<file path="src/rtl/smsup_defs.svh">
// Constants for the supply and mode supervisor
`ifndef SMSUP_DEFS_SVH
`define SMSUP_DEFS_SVH
// ==========================================================
// Widths and channel positions
`define SMSUP_NUM_CH 8
`define SMSUP_LIMP_CH_A 2
`define SMSUP_LIMP_CH_B 3
`define SMSUP_LIMP_MASK 8'h0c
// ==========================================================
// Mode status codes
`define SMSUP_MODE_SLEEP 2'h0
`define SMSUP_MODE_LIMP 2'h1
`define SMSUP_MODE_IDLE 2'h2
`define SMSUP_MODE_ACTIVE 2'h3
// ==========================================================
// Reset values
`define SMSUP_RST_CHAN 8'h00
`define SMSUP_RST_POWER_UP_FLAG 1'b1
// ==========================================================
// Timing
`define SMSUP_CLK_PERIOD_NS 5
`define SMSUP_IDLE_FLT_NS 5000
`define SMSUP_IDLE_FLT_CYC ((`SMSUP_IDLE_FLT_NS + `SMSUP_CLK_PERIOD_NS - 1) / `SMSUP_CLK_PERIOD_NS)
`define SMSUP_IDLE2ACT_NS 1000
`define SMSUP_IDLE2ACT_CYC (`SMSUP_IDLE2ACT_NS / `SMSUP_CLK_PERIOD_NS)
`define SMSUP_ACT2IDLE_NS 150000
`define SMSUP_ACT2IDLE_CYC (`SMSUP_ACT2IDLE_NS / `SMSUP_CLK_PERIOD_NS)
`endif

</file>
<file path="src/rtl/smsup_pkg.sv">
// Types for the supply and mode supervisor
package smsup_pkg;
  // ==========================================================
  // Operating modes, one-hot
  typedef enum logic [3:0] {
    SMSUP_SLEEP = 4'b0001,
    SMSUP_IDLE = 4'b0010,
    SMSUP_ACTIVE = 4'b0100,
    SMSUP_LIMP = 4'b1000
  } smsup_mode_type;
endpackage : smsup_pkg

</file>
<file path="src/rtl/smsup_top.sv">
// Supply monitor, operating mode and reset supervisor
`timescale 1ns/1ps
`include "smsup_defs.svh"

// Summary of operation
// - Battery undervoltage flag latched until acknowledged
// - I/O undervoltage flag set only when released
// - Power-release drop sets clear-on-read power-up flag
// - I/O undervoltage flag latched until acknowledged
// - Power up on battery plus input or idle
// - Sleep: outputs off, registers held default
// - Idle: channels off, no on-diagnostics, serial ok
// - Force-active holds active mode
// - Active needs idle, drive source, enabled channel
// - Active to idle when idle low and all requests gone
// - I/O undervoltage with idle high blocks idle to active
// - Input high with idle low enters limp
// - Limp mode: reads only, writes ignored
// - Limp: inputs drive channels two, three only
// - Limp: overload checks kept on two, three
// - Open-load-on checks only in active mode
// - Limp to sleep blocks writes, resets registers
// - Four causes reset read/write registers
// - Register reset leaves channels two, three on inputs
// - Register reset keeps diagnostics and supply flags
// - Internal failure or uv, inputs low, resets logic
// - Idle to active within one microsecond
// - Active to idle within 150 microseconds
module smsup_top (
  input wire logic clock,
  input wire logic sys_rst,
  input wire logic battery_present,
  input wire logic battery_uv_status,
  input wire logic io_supply_uv_status,
  input wire logic internal_supply_fail,
  input wire logic parallel_input_first,
  input wire logic parallel_input_second,
  input wire logic idle_pin,
  input wire logic force_active,
  input wire logic sw_reset,
  input wire logic reset_sense_en,
  input wire logic external_reset_pin_n,
  input wire logic status_read,
  input wire logic [7:0] serial_output_command,
  input wire logic [7:0] pwm_gen_active,
  input wire logic [7:0] channel_enable,
  input wire logic [7:0] first_input_mapping,
  input wire logic [7:0] second_input_mapping,
  input wire logic [7:0] open_load_on_check_enable,
  input wire logic [7:0] overload_detect,
  output logic [1:0] mode_status,
  output logic battery_uv_flag,
  output logic io_supply_uv_flag,
  output logic power_up_event_flag,
  output logic reg_write_allow,
  output logic reg_reset,
  output logic logic_reset,
  output logic [7:0] channel_on,
  output logic [7:0] open_load_check_run,
  output logic [7:0] overload_check_en,
  output logic [7:0] overload_overheat_diag
);
  // ==========================================================
  // Declarations
  localparam int IDLE2ACT_MAX = `SMSUP_IDLE2ACT_CYC;
  localparam logic [9:0] IDLE_FLT_LAST = 10'(`SMSUP_IDLE_FLT_CYC - 1);
  smsup_pkg::smsup_mode_type mode_q;
  smsup_pkg::smsup_mode_type mode_d;
  logic [1:0] mode_status_d;
  logic [9:0] flt_cnt_q;
  logic idle_f_q;
  logic por_released_q;
  logic any_in;
  logic drive_req;
  logic any_en;
  logic leave_active;
  logic [7:0] chan_d;
  logic [7:0] ol_d;
  logic [7:0] ovc_d;

  // Combined request terms
  assign any_in = parallel_input_first | parallel_input_second;
  assign drive_req = (|first_input_mapping) | (|second_input_mapping) |
                     (|serial_output_command) | (|pwm_gen_active);
  assign any_en = |channel_enable;
  assign leave_active = !idle_f_q && !any_in && !(|serial_output_command) &&
                        !(|pwm_gen_active);

  // ==========================================================
  // Idle pin deglitch: level accepted after a stable run
  always_ff @(posedge clock or posedge sys_rst) begin
    if (sys_rst) begin
      flt_cnt_q <= 10'h000;
      idle_f_q <= 1'b0;
    end else if (idle_pin == idle_f_q) begin
      flt_cnt_q <= 10'h000;
    end else if (flt_cnt_q == IDLE_FLT_LAST) begin
      flt_cnt_q <= 10'h000;
      idle_f_q <= idle_pin;
    end else begin
      flt_cnt_q <= flt_cnt_q + 10'h001;
    end
  end

  // ==========================================================
  // Reset conditions
  // Full logic reset on internal failure or uv with inputs low
  assign logic_reset = internal_supply_fail || (io_supply_uv_status && !any_in);

  // Register reset causes, plus sleep holding defaults
  assign reg_reset = io_supply_uv_status || (!idle_f_q && !any_in) || sw_reset ||
                     (reset_sense_en && !external_reset_pin_n) ||
                     (mode_q == smsup_pkg::SMSUP_SLEEP);

  // Writes only in idle or active with registers not in reset
  assign reg_write_allow = ((mode_q == smsup_pkg::SMSUP_IDLE) ||
                            (mode_q == smsup_pkg::SMSUP_ACTIVE)) &&
                           !reg_reset;

  // Power-on-reset-released marker, low in the cycle after each logic-reset cycle
  always_ff @(posedge clock or posedge sys_rst) begin
    if (sys_rst) begin
      por_released_q <= 1'b0;
    end else begin
      por_released_q <= !logic_reset;
    end
  end

  // ==========================================================
  // Mode state machine
  always_comb begin
    mode_d = mode_q;
    case (mode_q)
      smsup_pkg::SMSUP_SLEEP: begin
        if (battery_present && (any_in || idle_f_q)) begin
          mode_d = idle_f_q ? smsup_pkg::SMSUP_IDLE : smsup_pkg::SMSUP_LIMP;
        end
      end
      smsup_pkg::SMSUP_IDLE: begin
        if (!idle_f_q) begin
          mode_d = any_in ? smsup_pkg::SMSUP_LIMP : smsup_pkg::SMSUP_SLEEP;
        end else if (io_supply_uv_status || battery_uv_status) begin
          mode_d = smsup_pkg::SMSUP_IDLE;
        end else if (force_active || (drive_req && any_en)) begin
          mode_d = smsup_pkg::SMSUP_ACTIVE;
        end
      end
      smsup_pkg::SMSUP_ACTIVE: begin
        if (idle_f_q && io_supply_uv_status && !any_in) begin
          mode_d = smsup_pkg::SMSUP_IDLE;
        end else if (force_active) begin
          mode_d = smsup_pkg::SMSUP_ACTIVE;
        end else if (!idle_f_q && any_in) begin
          mode_d = smsup_pkg::SMSUP_LIMP;
        end else if (leave_active) begin
          mode_d = smsup_pkg::SMSUP_IDLE;
        end
      end
      smsup_pkg::SMSUP_LIMP: begin
        if (idle_f_q) begin
          mode_d = smsup_pkg::SMSUP_IDLE;
        end else if (!any_in) begin
          mode_d = smsup_pkg::SMSUP_SLEEP;
        end
      end
      default: begin
        mode_d = smsup_pkg::SMSUP_SLEEP;
      end
    endcase
    if (logic_reset) begin
      mode_d = smsup_pkg::SMSUP_SLEEP;
    end
  end

  // Mode status code of the next state
  always_comb begin
    case (mode_d)
      smsup_pkg::SMSUP_IDLE: mode_status_d = `SMSUP_MODE_IDLE;
      smsup_pkg::SMSUP_ACTIVE: mode_status_d = `SMSUP_MODE_ACTIVE;
      smsup_pkg::SMSUP_LIMP: mode_status_d = `SMSUP_MODE_LIMP;
      default: mode_status_d = `SMSUP_MODE_SLEEP;
    endcase
  end

  // Mode register and its status code
  always_ff @(posedge clock or posedge sys_rst) begin
    if (sys_rst) begin
      mode_q <= smsup_pkg::SMSUP_SLEEP;
      mode_status <= `SMSUP_MODE_SLEEP;
    end else begin
      mode_q <= mode_d;
      mode_status <= mode_status_d;
    end
  end

  // ==========================================================
  // Channel commands and diagnostic enables
  always_comb begin
    chan_d = `SMSUP_RST_CHAN;
    ol_d = 8'h00;
    ovc_d = 8'h00;
    case (mode_d)
      smsup_pkg::SMSUP_ACTIVE: begin
        if (reg_reset) begin
          // Mapping cleared: only the default input pair remains
          chan_d[`SMSUP_LIMP_CH_A] = parallel_input_first;
          chan_d[`SMSUP_LIMP_CH_B] = parallel_input_second;
        end else if (!battery_uv_status) begin
          chan_d = ((first_input_mapping & {8{parallel_input_first}}) |
                    (second_input_mapping & {8{parallel_input_second}}) |
                    serial_output_command | pwm_gen_active) & channel_enable;
        end
        ol_d = open_load_on_check_enable;
        ovc_d = 8'hff;
      end
      smsup_pkg::SMSUP_LIMP: begin
        chan_d[`SMSUP_LIMP_CH_A] = parallel_input_first;
        chan_d[`SMSUP_LIMP_CH_B] = parallel_input_second;
        ovc_d = `SMSUP_LIMP_MASK;
      end
      default: begin
        chan_d = `SMSUP_RST_CHAN;
      end
    endcase
  end

  // Registered channel and diagnostic enable outputs
  always_ff @(posedge clock or posedge sys_rst) begin
    if (sys_rst) begin
      channel_on <= `SMSUP_RST_CHAN;
      open_load_check_run <= 8'h00;
      overload_check_en <= 8'h00;
    end else begin
      channel_on <= chan_d;
      open_load_check_run <= ol_d;
      overload_check_en <= ovc_d;
    end
  end

  // Overload diagnostics, untouched by register reset
  always_ff @(posedge clock or posedge sys_rst) begin
    if (sys_rst) begin
      overload_overheat_diag <= 8'h00;
    end else begin
      overload_overheat_diag <= (overload_detect & overload_check_en) |
                                (status_read ? 8'h00 : overload_overheat_diag);
    end
  end

  // ==========================================================
  // Latched supply flags; set wins over acknowledge
  always_ff @(posedge clock or posedge sys_rst) begin
    if (sys_rst) begin
      battery_uv_flag <= 1'b0;
    end else if (battery_uv_status) begin
      battery_uv_flag <= 1'b1;
    end else if (status_read) begin
      battery_uv_flag <= 1'b0;
    end
  end

  // I/O undervoltage flag only while power is released
  always_ff @(posedge clock or posedge sys_rst) begin
    if (sys_rst) begin
      io_supply_uv_flag <= 1'b0;
    end else if (io_supply_uv_status && por_released_q) begin
      io_supply_uv_flag <= 1'b1;
    end else if (status_read && !io_supply_uv_status) begin
      io_supply_uv_flag <= 1'b0;
    end
  end

  // Power-up event flag, clear on read
  always_ff @(posedge clock or posedge sys_rst) begin
    if (sys_rst) begin
      power_up_event_flag <= `SMSUP_RST_POWER_UP_FLAG;
    end else if (!por_released_q || logic_reset) begin
      power_up_event_flag <= 1'b1;
    end else if (status_read) begin
      power_up_event_flag <= 1'b0;
    end
  end

  // ==========================================================
  // Checks
  force_stays_a : assert property (@(posedge clock) disable iff (sys_rst)
    (mode_q == smsup_pkg::SMSUP_ACTIVE && force_active && !logic_reset &&
     !(idle_f_q && io_supply_uv_status && !any_in))
    |=> mode_q == smsup_pkg::SMSUP_ACTIVE)
    else $error("Force-active left active mode");
  limp_enter_a : assert property (@(posedge clock) disable iff (sys_rst)
    (mode_q == smsup_pkg::SMSUP_SLEEP && battery_present && any_in && !idle_f_q &&
     !logic_reset) |=> mode_status == `SMSUP_MODE_LIMP)
    else $error("Limp mode not entered");
  limp_write_a : assert property (@(posedge clock) disable iff (sys_rst)
    mode_q == smsup_pkg::SMSUP_LIMP |-> !reg_write_allow)
    else $error("Write allowed in limp mode");
  limp_chan_a : assert property (@(posedge clock) disable iff (sys_rst)
    (mode_q == smsup_pkg::SMSUP_LIMP && $past(mode_q) == smsup_pkg::SMSUP_LIMP) |->
    ((channel_on & ~`SMSUP_LIMP_MASK) == 8'h00 &&
     channel_on[`SMSUP_LIMP_CH_A] == $past(parallel_input_first)))
    else $error("Limp channel mapping wrong");
  idle_off_a : assert property (@(posedge clock) disable iff (sys_rst)
    (mode_q != smsup_pkg::SMSUP_ACTIVE && mode_q != smsup_pkg::SMSUP_LIMP) |->
    (channel_on == 8'h00 && open_load_check_run == 8'h00))
    else $error("Outputs or checks on outside active");
  bat_latch_a : assert property (@(posedge clock) disable iff (sys_rst)
    (battery_uv_flag && !status_read) |=> battery_uv_flag)
    else $error("Battery flag dropped without read");
  io_gate_a : assert property (@(posedge clock) disable iff (sys_rst)
    $rose(io_supply_uv_flag) |-> $past(por_released_q))
    else $error("I/O flag set while not released");
  por_flag_a : assert property (@(posedge clock) disable iff (sys_rst)
    logic_reset |=> power_up_event_flag && mode_q == smsup_pkg::SMSUP_SLEEP)
    else $error("Logic reset not traced");
  act_lat_a : assert property (@(posedge clock) disable iff (sys_rst)
    (mode_q == smsup_pkg::SMSUP_IDLE && idle_f_q && (force_active || (drive_req && any_en)) &&
     !io_supply_uv_status && !battery_uv_status && !logic_reset)
    |-> ##[1:IDLE2ACT_MAX] mode_status == `SMSUP_MODE_ACTIVE)
    else $error("Active mode not reached in time");
  reg_rst_a : assert property (@(posedge clock) disable iff (sys_rst)
    (sw_reset || (reset_sense_en && !external_reset_pin_n)) |->
    (reg_reset && !reg_write_allow))
    else $error("Register reset cause missed");
  leave_act_a : assert property (@(posedge clock) disable iff (sys_rst)
    (mode_q == smsup_pkg::SMSUP_ACTIVE && !force_active && leave_active && !logic_reset)
    |=> mode_status == `SMSUP_MODE_IDLE)
    else $error("Active mode not left for idle");
  limp_ol_a : assert property (@(posedge clock) disable iff (sys_rst)
    mode_q == smsup_pkg::SMSUP_LIMP |-> open_load_check_run == 8'h00)
    else $error("Open-load check run in limp mode");

  // Main scenarios
  cov_active_c : cover property (@(posedge clock) disable iff (sys_rst)
    mode_q == smsup_pkg::SMSUP_IDLE ##1 mode_q == smsup_pkg::SMSUP_ACTIVE);
  cov_back_c : cover property (@(posedge clock) disable iff (sys_rst)
    mode_q == smsup_pkg::SMSUP_ACTIVE ##1 mode_q == smsup_pkg::SMSUP_IDLE);
  cov_limp_c : cover property (@(posedge clock) disable iff (sys_rst)
    mode_q == smsup_pkg::SMSUP_LIMP ##1 mode_q == smsup_pkg::SMSUP_SLEEP);
  cov_regrst_c : cover property (@(posedge clock) disable iff (sys_rst)
    mode_q == smsup_pkg::SMSUP_ACTIVE && reg_reset);
endmodule : smsup_top

</file>
<file path="config.mk">
export PLATFORM = sky130hd
export DESIGN_NAME = smsup_top
export DESIGN_NICKNAME = d
export VERILOG_FILES = /design/src/rtl/smsup_pkg.sv /design/src/rtl/smsup_top.sv
export VERILOG_INCLUDE_DIRS = /design/src /design/src/rtl
export SDC_FILE = /design/constraint.sdc
export NUM_CORES = 1
export LEC_CHECK = 0
export BUFFER_PORTS_ARGS = -buffer_cell sky130_fd_sc_hd__buf_4
export CAP_MARGIN = 20
export CORE_MARGIN = 1
export CORE_UTILIZATION = 42
export CTS_CLUSTER_DIAMETER = 40
export CTS_CLUSTER_SIZE = 40
export DETAILED_ROUTE_END_ITERATION = 8
export PLACE_DENSITY_LB_ADDON = 0.3
export SETUP_SLACK_MARGIN = 0.05
export SLEW_MARGIN = 20
export SYNTH_ARGS = -nofsm -noshare
export SYNTH_HDL_FRONTEND = slang
export SYNTH_SLANG_ARGS = --single-unit
</file>
<file path="constraint.sdc">
create_clock -name clock -period 1.9 [get_ports clock]
set_input_delay 0 -clock clock [delete_from_list [all_inputs] [get_ports clock]]
set_output_delay 0 -clock clock [all_outputs]
set_load 0.01 [all_outputs]
</file>
==> results of run 1 <==
==> metal layers <==
layer / up-vias / wire length, um
met5: - / 0
met2: 102 / 3480
met1: 1084 / 2720
li1: 1116 / -
met3: 6 / 349
met4: 0 / 70
==> worst register-to-register path, delay by kind of cell, from the launching register on <==
family | cells | cell delay, ns
AND/OR/NAND/NOR | 2 | 0.67
flip-flops | 1 | 0.41
AO/OA/AOI/OAI | 3 | 0.50
buffers and inverters | 2 | 0.33
==> layout make-up <==
class | instances | area [um2]
fillers | 425 | 1720
clock buffers | 7 | 76.3
well taps | 72 | 90.1
inverters | 6 | 22.5
clock inverters | 1 | 30.0
flip-flops and latches | 47 | 1180
multi-input cells | 161 | 1140
repair buffers | 156 | 1250
==> flip-flops by register name, summed over array words and instances (netlist names), 2 cells and up <==
name	cells
channel_on	8
overload_check_en	2
open_load_check_run	8
overload_overheat_diag	8
flt_cnt_q	10
mode_q	4
mode_status	2
==> final timing paths <==
path                                        start                endpoint  slack, ns  depth (start not counted)
max in group asynchronous                 sys_rst                idle_f_q       1.08                          4
setup reg to reg                        mode_q[1]  open_load_check_run[4]      -0.07                          7
hold / removal             first_input_mapping[7]           channel_on[7]       0.03                          3
setup / recovery                        mode_q[1]  open_load_check_run[4]      -0.07                          7
min in group asynchronous                 sys_rst  open_load_check_run[7]       0.25                          3
hold reg to reg                    por_released_q     power_up_event_flag       0.43                          1
==> where the power goes <==
group          internal, mW  total [mW]  switching, mW
Combinational         0.253       0.449          0.196
Clock                 0.394       0.698          0.305
Sequential             1.04        1.07         0.0326
Total                  1.68        2.22          0.533
==> kinds of logic (layout without fill, tap and decap cells) <==
kind of cell | Yosys count | after routing | share of synthesized area, %
AND/OR/NAND/NOR | 99 | 99 | 24.1
buffers and inverters | 21 | 170 | 5.30
adder cells (fa/ha/maj) | 1 | 1 | 0.520
AO/OA/AOI/OAI | 49 | 49 | 16.6
multiplexers | 1 | 1 | 0.468
flip-flops | 47 | 47 | 49.0
XOR/XNOR | 11 | 11 | 4.00
==> Yosys cell counts (3+ instances only) <==
library cell  instances  share of area (%)
o21ai_1               3               0.62
and2_1                9                2.3
or4_1                 3               0.94
nor2_1               27                4.2
nand2_1              17                2.7
nand4_1               3               0.78
dfrtp_1              45                 47
a211oi_1              3               0.94
nor3b_1               3               0.94
nor3b_2               6                3.1
inv_1                 6               0.94
a211o_1               6                2.2
clkbuf_1              3               0.47
a22o_1                8                2.9
buf_2                 3               0.62
buf_4                 6                1.9
nor4_1                9                2.3
a21oi_1              10                2.1
buf_6                 3                1.4
xor2_1                4                1.5
xnor2_1               7                2.5
nand3_1               3               0.62
nand2b_1              4                1.0
==> stage by stage <==
stage | hold WS, ns | instances | area [um2]
floorplan | 0.0923 | 229 | 2410
global placement | -0.00573 | 409 | 3310
detailed placement | -0.00108 | 409 | 3310
CTS | 0.0417 | 449 | 3750
global route | 0.0372 | 450 | 3790
finish | 0.0324 | 450 | 3790
==> repair_timing <==
action | CTS | global route
pin swaps | 3 | 4
hold endpoints to repair | 45 | 0
setup endpoints to repair | 18 | 23
resized for setup | 3 | 5
buffers inserted | 3 | 1
hold buffers | 29 | 0
==> placed cells by master, fill, tap and decap left out, drive strengths merged, types with 4 or more instances in the layout <==
cell type,instances
a211o,6
a21oi,10
a22o,8
and2,9
buf,127
clkbuf,7
dfrtp,45
dlygate4sd3,29
inv,6
nand2,18
nand2b,4
nor2,27
nor3b,9
nor4,9
xnor2,7
xor2,4
==> reports/metrics.csv, run 1 <==
stage,metric,value,unit
global_routing,grt_pass1_vias,2293,
power,vdd_drop_max,0.382,mV
finish,utilization,68.8,%
finish,area_growth,57.6,%
sta,rsz0062_at_grt,true,
sta,worstMarginPinSlew,0.393,ns
synth,yosysSeqAreaShare,49.0,%
placement,gp_congestion,0.890,
placement,hpwlAfterDp,4810,um
setup_path,slowest_delay,0.53,ns
setup_path,crit_buf_inv,2,
finish,n_antenna_cell,0,
floorplanning,ioPinCount,110,
floorplanning,fp.dieH,77.7,um
clocking,cts_made_buffers,5,
drt,drc,0,
floorplanning,die_w,77.7,um
drt,wl,6630,um
setup_path,cp-start-kind,flip-flop,
sta,fmax,509,MHz
sta,finalHoldViolations,0,
setup_path,worstPathArrival,2.19,ns
clocking,cts_sinks,47,
global_routing,grt_pass1_wl,10500,um
clocking,clkSlewWorstSetupHoldPaths,0.08,ns
sta,drv_slew,0,
setup_path,crit_chain,buf_6 -> or4b_4 -> o22ai_2 -> a22oi_2 -> a31oi_4 -> buf_4 -> and2_1,
floorplanning,core_area,0.00551,mm2
setup_path,critPathKind,flip-flop to flip-flop,
synth,synthArstFlopShare,100,%
job,cap_violations,0,
clocking,cts-root-buf,clkbuf_8,
sta,finalCritPeriodShare,103,%
synth,yosysUniqueCellTypes,53,
clocking,cts_tree,done,
global_routing,antenna_found_initial,0,
placement,portBuffers,109,
power,power.density,585,mW/mm2
drt,wl_per_cell,14.7,um
sta,setup_viol,16,
sta,slew_headroom,73.5,%
power,power_leakage,1.84,nW
setup_path,cp_max_fo,10,
floorplanning,rows,27,
sta,tns,-0.734,ns
synth,synth_edf_count,0,
global_routing,gr-total-overflow,0,
sta,fin_skew,0.00814,ns
synth,synth_area,0.00241,mm2
drt,vias,2308,
placement,dp_slack,0.0157,ns
synth,synth_warnings,0,
global_routing,track_usage,22.5,%
drt,viasPerCell,5.13,
setup_path,cp_top_family,simple AND/OR/NAND/NOR gates,
drt,first_pass_iters,4,
synth,ys.flop_type,dfrtp_1,
outcome,outcome,"complete, but fails checks",
global_routing,top_usage_layer,met2,
setup_path,critPathSlowestCell,or4b_4,
synth,synthCells,229,
power,p_total,2.22,mW
clocking,clk_latency,0.29,ns
global_routing,use_met2,41.6,%
min_path,hold_path.class,primary input to flip-flop,
setup_path,critPathRequiredTime,2.13,ns
floorplanning,floorplan.initialDensity,43.7,%
drt,drtAntennaViolNets,0,
finish,nets,448,
floorplanning,design.die.area,0.00604,mm2
synth,ys_seq_elements,47,
global_routing,met1_usage,26.8,%
setup_path,endpoint_kind,flip-flop,
clocking,htreeDepth,2,
global_routing,use_met3,3.53,%
finish,drive_gt1_share,40.7,%
global_routing,grt_max_degree,20,
outcome,violations,negative setup slack,
synth,syn_area_per_cell,10.5,um2
sta,setup_ws,-0.0650,ns
sta,min_period,1.97,ns
drt,drt_iter0_markers,112,
synth,synth_fp_nets,300,
clocking,cts_buffer_depth,2,
Power figures use the tool's default switching activity.
==> inputs of run 2 (changes only) <==
--- a/config.mk
+++ b/config.mk
@@ -9,7 +9,7 @@
 export BUFFER_PORTS_ARGS = -buffer_cell sky130_fd_sc_hd__buf_4
 export CAP_MARGIN = 20
 export CORE_MARGIN = 1
-export CORE_UTILIZATION = 42
+export CORE_UTILIZATION = 47
 export CTS_CLUSTER_DIAMETER = 40
 export CTS_CLUSTER_SIZE = 40
 export DETAILED_ROUTE_END_ITERATION = 8
==> constraint.sdc (replaced) <==
create_clock -name clock -period 2 [get_ports clock]
set_input_delay 0 -clock clock [delete_from_list [all_inputs] [get_ports clock]]
set_output_delay 0 -clock clock [all_outputs]
set_load 0.01 [all_outputs]
==> reports/metrics.csv, run 2 (synthesized netlist as in run 1, its figures left out) <==
stage,metric,value,unit,change
drt,first_pass_iters,4,,unchanged
clocking,clk_latency,0.31,ns,+0.02 ns
drt,wl,6890,um,+4.0%
clocking,cts-root-buf,clkbuf_8,,
finish,mostFrequentLayoutCell,buf_4,,
drt,vias,2396,,+3.8%
sta,fmax,511,MHz,+0.44%
placement,placed_cell_area,0.00326,mm2,-1.5%
setup_path,crit_start,mode_q[1],,
outcome,outcome,completed,,
sta,worst_hold_slack,0.0460,ns,+0.0136 ns
finish,drive_gt1_share,42.8,%,+2.1 points
sta,finalCritPeriodShare,97.8,%,-5.6 points
clocking,cts_made_buffers,5,,unchanged
sta,worstMarginPinSlew,0.579,ns,+0.187 ns
placement,gp_congestion,0.873,,-2.0%
floorplanning,floorplan.initialDensity,49.9,%,+6.3 points
setup_path,cp_max_fo,10,,unchanged
power,power_leakage,1.85,nW,+0.52%
global_routing,grt_max_degree,48,,+140%
global_routing,track_usage,26.0,%,+3.5 points
finish,nets,446,,-0.45%
clocking,cts_sinks,47,,unchanged
drt,wl_per_cell,15.6,um,+5.6%
finish,fin_cells,443,,-1.6%
setup_path,r2r_cells,7,,unchanged
drt,drtAntennaViolNets,0,,unchanged
drt,viasPerCell,5.41,,+5.5%
sta,rsz0062_at_grt,true,,
drt,drt_iter0_markers,136,,+21%
floorplanning,rows,25,,-7.4%
sta,finalHoldViolations,0,,unchanged
finish,regMostFlops,flt_cnt_q,,
sta,slew_headroom,61.4,%,-12 points
setup_path,cp-start-kind,flip-flop,,
setup_path,r2r-start,mode_q[1],,
sta,setup_viol,0,,-16
sta,drv_slew,0,,unchanged
placement,portBuffers,109,,unchanged
job,cap_violations,0,,unchanged
global_routing,gr-total-overflow,0,,unchanged
drt,drc,0,,unchanged
floorplanning,design.die.area,0.00541,mm2,-10%
floorplanning,die_w,73.6,um,-5.3%
clocking,cts_tree,done,,
finish,utilization,79.2,%,+10 points
finish,largest_reg_flops,10,,unchanged
setup_path,r2r_end,mode_status[1],,
power,power.density,602,mW/mm2,+2.9%
finish,fill_cells,327,,-23%
sta,min_period,1.96,ns,-0.00864 ns
setup_path,rrSetupSlack,0.04,ns,+0.11 ns
setup_path,critPathKind,flip-flop to flip-flop,,
clocking,htreeDepth,2,,unchanged
placement,hpwlAfterDp,4620,um,-3.9%
finish,area_growth,58.6,%,
sta,fin_skew,0.0113,ns,+0.00312 ns
global_routing,grt_pass1_vias,2344,,+2.2%
clocking,clkSlewWorstSetupHoldPaths,0.10,ns,+0.02 ns
min_path,hold_path.class,primary input to flip-flop,,
setup_path,endpoint_kind,flip-flop,,
finish,layout_common_cells,"124 x buf_4, 42 x dfrtp_1, 29 x dlygate4sd3_1",,
global_routing,antenna_found_initial,0,,unchanged
floorplanning,core_area,0.00482,mm2,-13%
power,vdd_drop_max,0.418,mV,+9.4%
global_routing,grt_pass1_wl,10700,um,+2.1%
min_path,holdPathStages,3,,unchanged
setup_path,endpoint,mode_status[1],,
power,p_total,2.30,mW,+3.5%
sta,setup_ws,0.0436,ns,+0.109 ns
clocking,cts_buffer_depth,2,,unchanged
floorplanning,fp.dieH,73.6,um,-5.3%
finish,n_antenna_cell,0,,unchanged
sta,tns,0,ns,+0.734 ns
placement,dp_slack,0.0530,ns,+0.0374 ns
finish,fin_area,0.00381,mm2,+0.63%
placement,dpl.cell_count,398,,-2.7%
setup_path,worstPathArrival,2.16,ns,-0.03 ns
setup_path,critPathRequiredTime,2.20,ns,+0.07 ns
floorplanning,ioPinCount,110,,unchanged
-- run 2: worst min-delay path by stage --
stage | start | slack [ns] | to
final | first_input_mapping[7] | 0.05 | channel_on[7]
after global routing | parallel_input_first | 0.06 | channel_on[2]
after floorplan | battery_uv_status | 0.09 | battery_uv_flag
after CTS | first_input_mapping[7] | 0.04 | channel_on[7]
after global placement | sys_rst | 0.19 | overload_overheat_diag[0]
after detailed placement | sys_rst | 0.18 | overload_overheat_diag[0]
-- run 2: metal layers --
| layer | part of all wire, % | global-route usage (%) | vias to the layer above |
|---|---|---|---|
| met5 | 0 | 0 | - |
| met4 | 2.6 | 11.3 | 0 |
| met3 | 6.0 | 5.08 | 21 |
| met2 | 51 | 43.9 | 124 |
| met1 | 40 | 32.3 | 1128 |
| li1 | - | - | 1123 |
-- run 2: cell type report --
class,instances,area (um2),share of cell area (%)
multi-input cells,161,1150,30.2
flip-flops and latches,47,1180,31.0
well taps,67,83.8,2.20
clock buffers,5,68.8,1.80
inverters,6,22.5,0.590
repair buffers,154,1230,32.3
clock inverters,3,71.3,1.87
-- run 2: worst max-delay path, cell delays in order (launching register included) --
cell     delay [ns]
dfrtp_2        0.47
buf_4          0.16
or3b_4         0.27
o22ai_2        0.09
a22oi_2        0.30
a31oi_4        0.16
buf_6          0.17
or2_1          0.23
-- run 2: timing repair --
action | CTS | global route
hold endpoints to repair | 73 | 0
endpoints found under the setup margin | 17 | 18
pin swaps | 1 | 4
hold buffers | 29 | 0
resized for setup | 4 | 10
setup buffers | 4 | 4
-- run 2: report_power, final --
group / switching (mW) / total, mW / leakage (nW) / internal, mW
clock: 0.340 / 0.847 / 0.0703 / 0.507
sequential: 0.0361 / 1.02 / 0.630 / 0.986
combinational: 0.187 / 0.426 / 1.15 / 0.239
==> inputs of run 3 (changes only) <==
--- a/config.mk
+++ b/config.mk
@@ -8,8 +8,9 @@
 export LEC_CHECK = 0
 export BUFFER_PORTS_ARGS = -buffer_cell sky130_fd_sc_hd__buf_4
 export CAP_MARGIN = 20
-export CORE_MARGIN = 1
-export CORE_UTILIZATION = 47
+export CORE_MARGIN = 2
+export CORE_UTILIZATION = 48
+export CTS_BUF_LIST = sky130_fd_sc_hd__clkbuf_2
 export CTS_CLUSTER_DIAMETER = 40
 export CTS_CLUSTER_SIZE = 40
 export DETAILED_ROUTE_END_ITERATION = 8
==> reports/metrics.csv, run 3 (synthesized netlist as in run 1, its figures left out) <==
stage,metric,value,unit,change
outcome,outcome,"complete, but fails checks",,
outcome,violations,negative setup slack,,
setup_path,endpoint_kind,flip-flop,,
setup_path,critPathKind,flip-flop to flip-flop,,
clocking,htreeDepth,2,,unchanged
drt,drt_iter0_markers,184,,+35%
finish,regMostFlops,flt_cnt_q,,
floorplanning,ioPinCount,110,,unchanged
clocking,cts_tree,done,,
sta,tns,-0.313,ns,-0.313 ns
power,power.density,478,mW/mm2,-20%
floorplanning,design.die.area,0.00560,mm2,+3.4%
sta,slew_headroom,50.1,%,-11 points
clocking,clkSlewWorstSetupHoldPaths,0.24,ns,+0.14 ns
floorplanning,core_area,0.00479,mm2,-0.65%
sta,drv_slew,0,,unchanged
power,vdd_drop_max,0.281,mV,-33%
drt,vias,2616,,+9.2%
finish,mostFrequentLayoutCell,buf_4,,
global_routing,antenna_found_initial,0,,unchanged
power,p_total,1.92,mW,-16%
sta,worstMarginPinSlew,0.746,ns,+0.167 ns
placement,dp_slack,0.110,ns,+0.0573 ns
floorplanning,fp.dieH,74.8,um,+1.7%
drt,drc,0,,unchanged
setup_path,cp_max_fo,5,,-5
sta,rsz0062_at_grt,true,,
global_routing,grt_pass1_vias,2608,,+11%
global_routing,track_usage,28.8,%,+2.8 points
placement,hpwlAfterDp,4810,um,+4.0%
finish,n_antenna_cell,0,,unchanged
global_routing,grt_max_degree,22,,-54%
clocking,cts-root-buf,clkbuf_2,,
finish,largest_reg_flops,10,,unchanged
power,power_leakage,1.94,nW,+4.6%
placement,gp_congestion,0.855,,-2.0%
floorplanning,die_w,74.8,um,+1.7%
sta,min_period,2.12,ns,+0.162 ns
clocking,clk_latency,0.41,ns,+0.10 ns
sta,setup_ws,-0.118,ns,-0.162 ns
placement,portBuffers,109,,unchanged
global_routing,gr-total-overflow,0,,unchanged
floorplanning,floorplan.initialDensity,50.3,%,+0.33 points
finish,layout_common_cells,"126 x buf_4, 47 x dlygate4sd3_1, 43 x dfrtp_1",,
min_path,hold_path.class,primary input to flip-flop,,
global_routing,grt_pass1_wl,12000,um,+12%
clocking,cts_made_buffers,5,,unchanged
finish,drive_gt1_share,42.1,%,-0.67 points
drt,viasPerCell,5.59,,+3.3%
floorplanning,rows,25,,unchanged
clocking,cts_buffer_depth,2,,unchanged
finish,area_growth,66.6,%,
drt,first_pass_iters,5,,+1
sta,fmax,472,MHz,-7.6%
setup_path,worstPathArrival,2.50,ns,+0.34 ns
drt,wl,8450,um,+23%
drt,drtAntennaViolNets,0,,unchanged
job,cap_violations,0,,unchanged
finish,fill_cells,254,,-22%
finish,nets,471,,+5.6%
clocking,cts_sinks,47,,unchanged
sta,finalCritPeriodShare,106,%,+8.1 points
sta,setup_viol,12,,+12
setup_path,cp-start-kind,flip-flop,,
drt,wl_per_cell,18.1,um,+16%
sta,fin_skew,0.00937,ns,-0.00190 ns
sta,finalHoldViolations,0,,unchanged
finish,utilization,83.8,%,+4.6 points
setup_path,critPathRequiredTime,2.38,ns,+0.18 ns
-- run 3: cell types whose count changed in the layout (fill, tap and decap cells not counted), sizes merged --
| cell | delta |
|---|---|
| clkinvlp | +2 |
| inv | -1 |
| clkinv | +1 |
| buf | +7 |
| bufinv | -2 |
| dlygate4sd3 | +18 |
-- run 3: metrics by stage --
| step | hold WS, ns | cells | area, um2 |
|---|---|---|---|
| 4_1_cts | 0.0335 | 464 | 3890 |
| 6_report | 0.0820 | 468 | 4010 |
| 3_3_place_gp | 0.0206 | 401 | 3290 |
| 2_1_floorplan | 0.0923 | 229 | 2410 |
| 5_1_grt | 0.0589 | 468 | 4010 |
| 3_5_place_dp | 0.0203 | 401 | 3290 |
-- run 3: worst paths after layout --
kind | cells after the start | from | endpoint | slack, ns
worst max-delay path | 7 | mode_q[0] | mode_status[1] | -0.12
worst min-delay path | 5 | force_active | mode_q[3] | 0.08
worst max register to register | 7 | mode_q[0] | mode_status[1] | -0.12
worst min register to register | 1 | por_released_q | power_up_event_flag | 0.44
max in group asynchronous | 4 | sys_rst | mode_q[0] | 1.24
min in group asynchronous | 3 | sys_rst | overload_overheat_diag[7] | 0.12
-- run 3: cell type report --
class	count	area, um2	share of cell area, %
clock buffer	5	25.0	0.624
clock inverter	3	20.0	0.499
inverter	6	22.5	0.562
multi-input combinational	161	1190	29.7
sequential	47	1180	29.5
tap	67	83.8	2.09
timing repair buffer	179	1480	37.0
-- run 3: critical path, stage by stage, from the launching register on --
cell and delay [ns]:
dfstp_2 0.45, buf_4 0.14, or3b_4 0.44, o32ai_1 0.34
a222oi_1 0.17, buf_4 0.17, nor2_1 0.23, or2_1 0.15
-- run 3: per-layer routing --
layer	wire length [um]	vias to the layer above	GRT usage (%)
li1	-	1163	-
met1	3070	1244	32.8
met2	4400	178	52.1
met3	716	31	4.82
met4	272	0	14.5
met5	0	-	0
-- run 3: timing repair --
item	CTS	global route
hold buffers	47	0
buffers inserted	8	4
gates resized for setup	6	16
hold endpoints to repair	77	0
endpoints found under the setup margin	2	26
pin swaps	10	10
-- run 3: where the power goes --
part | internal, mW | switching (mW) | leakage [nW] | total (mW)
Clock | 0.0828 | 0.312 | 0.0250 | 0.395
Combinational | 0.283 | 0.219 | 1.28 | 0.502
Sequential | 0.989 | 0.0322 | 0.632 | 1.02
Total | 1.35 | 0.563 | 1.94 | 1.92
